[src/oms_pkg.sv]
// Package with mode encodings and timing constants for the operating mode sequencer.
package oms_pkg;

  // ----------------------------------------
  // Mode encoding
  // ----------------------------------------
  typedef enum logic [5:0] {
    OMS_NOT_POWERED = 6'b00_0001,
    OMS_POWER_OFF   = 6'b00_0010,
    OMS_SWITCH_ON   = 6'b00_0100,
    OMS_ACTIVE      = 6'b00_1000,
    OMS_CONNECTED   = 6'b01_0000,
    OMS_IDLE        = 6'b10_0000
  } oms_mode_type;

  typedef enum logic [1:0] {
    OMS_SLP_NONE = 2'b01,
    OMS_SLP_DEEP = 2'b10
  } oms_sleep_type;

  // ----------------------------------------
  // Timing
  // ----------------------------------------
  localparam int OMS_CLK_HZ = 50_000_000;
  // Switch-on routine length in microseconds, and its cycle count.
  localparam int OMS_SWON_US = 10;
  localparam int OMS_SWON_CYC = (OMS_SWON_US * (OMS_CLK_HZ / 1_000_000));
  // Least low time of the wake/switch input that counts as a valid press.
  localparam int OMS_WAKE_US = 20;
  localparam int OMS_WAKE_CYC = (OMS_WAKE_US * (OMS_CLK_HZ / 1_000_000));
  // Least low time that counts as a switch-off press.
  localparam int OMS_OFF_US = 60;
  localparam int OMS_OFF_CYC = (OMS_OFF_US * (OMS_CLK_HZ / 1_000_000));
  // Extended DRX cycle threshold for deep sleep: 327.68 s in units of 10 ms.
  localparam logic [15:0] OMS_EDRX_DEEP_MIN = 16'h8000;
  localparam logic [11:0] OMS_CNT_RST = 12'h000;

endpackage

[src/oms_sequencer.sv]
// Operating mode sequencer: six operating modes, clock selection, interface and RF enables.
`timescale 1ns/1ps
module oms_sequencer
  import oms_pkg::*;
(
  // Clock and reset
  input wire logic MCLK,
  input wire logic RST,
  // Supply and host pin
  input wire logic SUPPLY_OK,
  input wire logic WAKE_SWITCH_N,
  // Host commands, one-cycle pulses from the command decoder
  input wire logic LOW_POWER_CONFIG_CMD,
  input wire logic LOW_POWER_CONFIG_VAL,
  input wire logic PSM_SETTING_CMD,
  input wire logic PSM_SETTING_VAL,
  input wire logic EDRX_SETTING_CMD,
  input wire logic [15:0] EDRX_CYCLE,
  input wire logic SWITCH_OFF_CMD,
  // Modem status
  input wire logic LTE_ACTIVITY,
  input wire logic ACTIVITY_BUSY,
  input wire logic PAGING_TIME_WINDOW,
  input wire logic PERIODIC_TIMER_EXPIRED,
  // Mode outputs
  output oms_pkg::oms_mode_type MODE,
  output logic DEEP_SLEEP,
  output logic RTC_RUN,
  output logic CLK_32K_EN,
  output logic CLK_26M_EN,
  output logic CPU_RUN,
  output logic IF_ENABLE,
  output logic RF_ENABLE,
  output logic V_INT_ON,
  output logic LOW_POWER_EN
);

  // ----------------------------------------
  // Input synchronisers
  // ----------------------------------------
  logic supply_s1_r, supply_r;
  logic wake_s1_r, wake_n_r;

  always_ff @(posedge MCLK) begin
    supply_s1_r <= SUPPLY_OK;
    supply_r <= supply_s1_r;
    wake_s1_r <= WAKE_SWITCH_N;
    wake_n_r <= wake_s1_r;
  end

  // ----------------------------------------
  // Wake/switch press measurement
  // ----------------------------------------
  // A press is classified at release so a long press is never mistaken for a short one.
  logic [11:0] low_cnt_r;
  logic [11:0] low_cnt_nxt;
  logic wake_prev_r;
  wire released = wake_n_r & ~wake_prev_r;
  wire short_press = released && (low_cnt_r >= 12'(OMS_WAKE_CYC)) && (low_cnt_r < 12'(OMS_OFF_CYC));
  wire long_press = released && (low_cnt_r >= 12'(OMS_OFF_CYC));
  assign low_cnt_nxt = wake_n_r ? OMS_CNT_RST : ((low_cnt_r == 12'hFFF) ? low_cnt_r : low_cnt_r + 12'h001);

  always_ff @(posedge MCLK) begin
    if (RST) begin
      low_cnt_r <= OMS_CNT_RST;
      wake_prev_r <= 1'b1;
    end else begin
      low_cnt_r <= low_cnt_nxt;
      wake_prev_r <= wake_n_r;
    end
  end

  // ----------------------------------------
  // Configuration held from host commands
  // ----------------------------------------
  logic lp_en_r, psm_en_r, edrx_long_r;
  oms_mode_type mode_r, mode_nxt;
  logic sleep_deep_r, sleep_deep_nxt;
  wire in_switch_on = (mode_r == OMS_SWITCH_ON);

  always_ff @(posedge MCLK) begin
    if (RST || in_switch_on) begin
      lp_en_r <= 1'b0;
      psm_en_r <= 1'b0;
      edrx_long_r <= 1'b0;
    end else begin
      if (LOW_POWER_CONFIG_CMD) lp_en_r <= LOW_POWER_CONFIG_VAL;
      if (PSM_SETTING_CMD) psm_en_r <= PSM_SETTING_VAL;
      if (EDRX_SETTING_CMD) edrx_long_r <= (EDRX_CYCLE >= OMS_EDRX_DEEP_MIN);
    end
  end

  // ----------------------------------------
  // Mode transitions
  // ----------------------------------------
  logic [11:0] swon_cnt_r;
  wire swon_done = (swon_cnt_r == 12'(OMS_SWON_CYC - 1));
  wire deep_ok = lp_en_r && !ACTIVITY_BUSY && (psm_en_r || (edrx_long_r && !PAGING_TIME_WINDOW));
  wire deep_wake = PERIODIC_TIMER_EXPIRED || PAGING_TIME_WINDOW || short_press;
  wire go_off = SWITCH_OFF_CMD || long_press;

  always_comb begin
    mode_nxt = mode_r;
    sleep_deep_nxt = sleep_deep_r;
    unique case (mode_r)
      OMS_NOT_POWERED: if (supply_r) mode_nxt = OMS_SWITCH_ON;
      OMS_POWER_OFF: if (short_press || long_press) mode_nxt = OMS_SWITCH_ON;
      OMS_SWITCH_ON: if (swon_done) mode_nxt = OMS_ACTIVE;
      OMS_ACTIVE: begin
        if (go_off) mode_nxt = OMS_POWER_OFF;
        else if (LTE_ACTIVITY) mode_nxt = OMS_CONNECTED;
        else if (lp_en_r && !ACTIVITY_BUSY) begin
          mode_nxt = OMS_IDLE;
          sleep_deep_nxt = deep_ok;
        end
      end
      OMS_CONNECTED: begin
        if (go_off) mode_nxt = OMS_POWER_OFF;
        else if (!LTE_ACTIVITY) mode_nxt = OMS_ACTIVE;
      end
      OMS_IDLE: begin
        if (sleep_deep_r) begin
          if (deep_wake) begin
            mode_nxt = OMS_ACTIVE;
            sleep_deep_nxt = 1'b0;
          end
        end else if (go_off) mode_nxt = OMS_POWER_OFF;
        else if (LTE_ACTIVITY || ACTIVITY_BUSY || !lp_en_r || short_press) mode_nxt = OMS_ACTIVE;
        else if (deep_ok) sleep_deep_nxt = 1'b1;
      end
      default: mode_nxt = OMS_NOT_POWERED;
    endcase
    if (!supply_r) begin
      mode_nxt = OMS_NOT_POWERED;
      sleep_deep_nxt = 1'b0;
    end
    if (mode_nxt != OMS_IDLE) sleep_deep_nxt = 1'b0;
  end

  always_ff @(posedge MCLK) begin
    if (RST) begin
      mode_r <= OMS_NOT_POWERED;
      sleep_deep_r <= 1'b0;
      swon_cnt_r <= OMS_CNT_RST;
    end else begin
      mode_r <= mode_nxt;
      sleep_deep_r <= sleep_deep_nxt;
      swon_cnt_r <= in_switch_on ? swon_cnt_r + 12'h001 : OMS_CNT_RST;
    end
  end

  // ----------------------------------------
  // Output decode, registered
  // ----------------------------------------
  wire on_nxt = (mode_nxt == OMS_ACTIVE) || (mode_nxt == OMS_CONNECTED) || (mode_nxt == OMS_IDLE);
  wire deep_nxt = (mode_nxt == OMS_IDLE) && sleep_deep_nxt;
  wire fast_nxt = (mode_nxt == OMS_ACTIVE) || (mode_nxt == OMS_CONNECTED);
  wire slow_cpu_nxt = (mode_nxt == OMS_IDLE) && !sleep_deep_nxt;

  always_ff @(posedge MCLK) begin
    if (RST) begin
      MODE <= OMS_NOT_POWERED;
      DEEP_SLEEP <= 1'b0;
      RTC_RUN <= 1'b0;
      CLK_32K_EN <= 1'b0;
      CLK_26M_EN <= 1'b0;
      CPU_RUN <= 1'b0;
      IF_ENABLE <= 1'b0;
      RF_ENABLE <= 1'b0;
      V_INT_ON <= 1'b0;
      LOW_POWER_EN <= 1'b0;
    end else begin
      MODE <= mode_nxt;
      DEEP_SLEEP <= deep_nxt;
      RTC_RUN <= on_nxt;
      CLK_32K_EN <= (mode_nxt == OMS_IDLE);
      CLK_26M_EN <= fast_nxt;
      CPU_RUN <= fast_nxt || slow_cpu_nxt;
      IF_ENABLE <= on_nxt && !deep_nxt;
      RF_ENABLE <= (mode_nxt == OMS_CONNECTED);
      V_INT_ON <= on_nxt && !deep_nxt;
      LOW_POWER_EN <= lp_en_r;
    end
  end
endmodule

[config.mk]
export PLATFORM = sky130hd
export DESIGN_NAME = oms_sequencer
export DESIGN_NICKNAME = d
export VERILOG_FILES = /design/src/oms_pkg.sv /design/src/oms_sequencer.sv
export SDC_FILE = /design/constraint.sdc
export NUM_CORES = 1
export LEC_CHECK = 0
export ABC_AREA = 1
export BUFFER_PORTS_ARGS = -buffer_cell sky130_fd_sc_hd__clkbuf_2
export CAP_MARGIN = 20
export CORE_MARGIN = 2
export CORE_UTILIZATION = 58
export DETAILED_ROUTE_END_ITERATION = 7
export PLACE_DENSITY = 0.94
export SLEW_MARGIN = 40
export SYNTH_ARGS = -nofsm -noshare
export SYNTH_HDL_FRONTEND = slang
export SYNTH_SLANG_ARGS = --single-unit
[constraint.sdc]
create_clock -name MCLK -period 2.9 [get_ports MCLK]
set_clock_uncertainty 0.1 [all_clocks]
set_input_delay 0.58 -clock MCLK [delete_from_list [all_inputs] [get_ports MCLK]]
set_output_delay 0.58 -clock MCLK [all_outputs]
set_load 0.01 [all_outputs]
==> results.py <==
metrics = {
    "clock_tree": {
        "cts_tree": "done",
        "path_clk_slew_ps": 90,
        "clock_path_buffers": 2,
        "htreeDepth": 2,
        "root_buffer": "clkbuf_8",
        "hold_buffers": 0,
        "post_cts_buffers": 0,
        "cts_inserted_buffers": 5,
        "cts_resized": 0,
        "clock_latency_ps": 300,
        "cts_sinks": 46,
    },
    "final_layout": {
        "drive_gt1_share_pct": 15.63,
        "final_cells": 387,
        "antenna_cells": 0,
        "synthToLayoutAreaGrowth_pct": 14.21,
        "nFillCells": 280,
        "final_cell_area_um2": 2434,
        "final_nets": 371,
    },
    "setup_path": {
        "critPathLaunchType": "register",
        "r2r-end": "MODE[3]$_SDFF_PP0_",
        "crit_arrival_ps": 2240,
        "cp.required_ps": 3040,
        "path_max_fanout": 5,
        "r2r_slack_ps": 800,
        "r2r_cells": 10,
        "end_kind": "register",
        "r2r_start": "swon_cnt_r[0]$_SDFF_PP0_",
        "crit_type": "reg2reg",
    },
    "outcome": {
        "status": "finished clean",
    },
    "logic_synthesis": {
        "synth.cell_area_um2": 2131,
        "synth_area_leaders": "dfxtp_1 (43%), nand2_1 (11%), inv_1 (8.5%)",
        "synthMuxAreaShare_pct": 0.4698,
        "ys_warn_count": 0,
        "synth.largest_area_cell": "dfxtp_1",
        "yosysUniqueCellTypes": 32,
        "synth-edff-count": 0,
        "syn-num-nets": 336,
        "yosys.cell_count.top_type": "nand2_1",
        "synth-main-ff-cell": "dfxtp_1",
        "yosys.area.top_type_share_pct": 43.22,
        "synth_top_family_by_area": "simple AND/OR/NAND/NOR gates",
        "synthArstFlopShare_pct": 0,
        "synth_seq_area_share_pct": 43.22,
        "synth_compound_area_share_pct": 13.92,
        "synth_cells": 303,
        "yosys.area_share.simple_pct": 30.83,
        "synth-xor-area-share_pct": 0.8221,
        "synthAdderAreaFrac_pct": 1.762,
        "ys_seq_elements": 46,
        "postSynthAreaPerCell_um2": 7.032,
        "synthTopCellsByCount": "nand2_1 (60), inv_1 (48), nor2_1 (47), dfxtp_1 (46), a21oi_1 (19)",
    },
    "placed_design": {
        "portBuffers": 29,
        "place_area_um2": 2328,
        "numPlacedInstances": 379,
        "finalWeightedCongestion": 0.9159,
        "dp_hpwl_um": 3618,
    },
    "worst_hold_path": {
        "holdPathEnd": "wake_n_r$_DFF_P_",
        "worstHoldPathCells": 0,
        "hold_path_startpoint": "wake_s1_r$_DFF_P_",
        "hold_path.class": "reg2reg",
    },
    "die": {
        "num_rows": 22,
        "ios": 45,
        "initial_core_util_pct": 59.09,
        "die_h_um": 64.61,
        "die_area_um2": 4174,
        "die-width_um": 64.61,
        "core_area_um2": 3606,
    },
    "pwr": {
        "p_leak_nw": 1.083,
        "p_per_area_nw_per_um2": 469.3,
        "ir_worst_vdd_mv": 0.4296,
    },
    "global_route": {
        "grt_pass1_vias": 1904,
        "antenna_found_initial": 0,
        "grt_usage_pct": 25.19,
        "grt_max_degree": 15,
        "grt_pass1_wl_um": 8148,
        "overflow": 0,
    },
    "timing": {
        "maxSlewHeadroom_pct": 59.51,
        "tightest_slew_ps": 605.1,
        "hold_viol": 0,
        "finalMaxSlewViolations": 0,
        "tns_ps": 0,
        "rsz0062_at_grt": "no",
        "setup_violations": 0,
        "fmaxAchievable_mhz": 476.0,
        "period_share_pct": 72.45,
        "period_needed_ps": 2101,
    },
    "detailed_routing": {
        "first_iter_violations": 116,
        "drc_errors": 0,
        "vias_per_cell": 5.344,
        "antenna_left": 0,
        "wl_per_cell_um": 12.40,
        "drt_first_pass_iters": 4,
        "routed_wl_um": 4797,
        "routed-via-count": 2068,
    },
    "job": {
        "drv_cap": 0,
    },
}
[logic make-up (layout without fill, tap and decap cells)]
kind of cell | count (synthesis) | after routing
AOI/OAI and AO/OA | 51 | 51
xor gates and xnor gates | 2 | 2
adders and majority gates | 3 | 3
buffers and inverters | 50 | 86
DFF | 46 | 46
muxes | 1 | 1
and+or+nand+nor | 150 | 150
[metrics by stage]
step	hold slack (ps)	total power (W)	utilization [%]	worst slack [ps]
floorplan	209.6	0.0006949	-	1152
global placement	213.0	0.0007155	64.57	863.7
detailed placement	213.6	0.0007185	64.57	829.4
CTS	234.3	0.001146	67.49	789.6
global route	244.7	0.001186	67.49	532.9
finish	232.9	0.001142	67.49	799.1
[state kept, by name (all words and copies together) (netlist names)]
name and flops:
RF_ENABLE 1, low_cnt_r 12, edrx_long_r 1, CLK_26M_EN 1, wake_s1_r 1, lp_en_r 1, supply_s1_r 1, RTC_RUN 1
DEEP_SLEEP 1, V_INT_ON 1, wake_n_r 1, MODE 6, wake_prev_r 1, CPU_RUN 1, LOW_POWER_EN 1, supply_r 1
CLK_32K_EN 1, psm_en_r 1, swon_cnt_r 12
[cells in the final DEF (no fill, tap or decap), types with 2 or more instances in the layout]
| master | instances |
|---|---|
| dfxtp_1 | 46 |
| nand2_1 | 60 |
| nor2_1 | 47 |
| xor2_1 | 2 |
| ha_1 | 3 |
| nand3_1 | 15 |
| or2_2 | 2 |
| nand2_2 | 4 |
| a21oi_1 | 19 |
| inv_1 | 48 |
| clkbuf_8 | 7 |
| clkbuf_2 | 29 |
| nand4_1 | 10 |
| nor2_2 | 3 |
| nor3_1 | 5 |
| a31oi_1 | 4 |
| o21ai_0 | 18 |
[worst max path at each step]
stage                                         from                  to  slack [ps]  cells after the start
final                     swon_cnt_r[0]$_SDFF_PP0_  MODE[3]$_SDFF_PP0_         800                     10
after global routing      swon_cnt_r[0]$_SDFF_PP0_  MODE[3]$_SDFF_PP0_         530                     10
after floorplan                      ACTIVITY_BUSY  CPU_RUN$_SDFF_PP0_        1150                     11
after CTS                 swon_cnt_r[0]$_SDFF_PP0_  MODE[3]$_SDFF_PP0_         790                     10
after global placement               ACTIVITY_BUSY  RTC_RUN$_SDFF_PP0_         860                     11
after detailed placement             ACTIVITY_BUSY  RTC_RUN$_SDFF_PP0_         830                     11
[power breakdown]
| group | switching, W | leakage [nW] | internal (W) |
|---|---|---|---|
| clock network | 0.000218 | 0.0544 | 0.000219 |
| logic | 0.0000353 | 0.655 | 0.0000225 |
| registers | 0.00000622 | 0.374 | 0.000641 |
[worst max-delay path, stage by stage, from the launching register on]
cell and delay (ps):
dfxtp_1 420, ha_1 220, inv_1 60, or2_2 280, nor4b_1 460, nand2_1 80, o21ai_0 90, inv_1 50
nand2_1 120, nand2_1 70, nor2_1 80
[layer usage]
| metal | wire [µm] | track usage (%) |
|---|---|---|
| met4 | 84 | 9.840 |
| met5 | 0 | 0 |
| met1 | 2084 | 28.63 |
| met2 | 2326 | 45.18 |
| met3 | 302 | 6.250 |
[area by class of cell]
cell class                      count  area [µm²]  share of cell area [%]
Timing Repair Buffer               29       145.1                   5.964
Sequential cell                    46       920.9                   37.84
Clock buffer                        7       96.34                   3.959
Inverter                           49       183.9                   7.558
Clock inverter                      1       8.758                  0.3599
Tap cell                           48       60.06                   2.468
Multi-Input combinational cell    207        1018                   41.85
No activity file was read; power rests on OpenSTA's default activity.
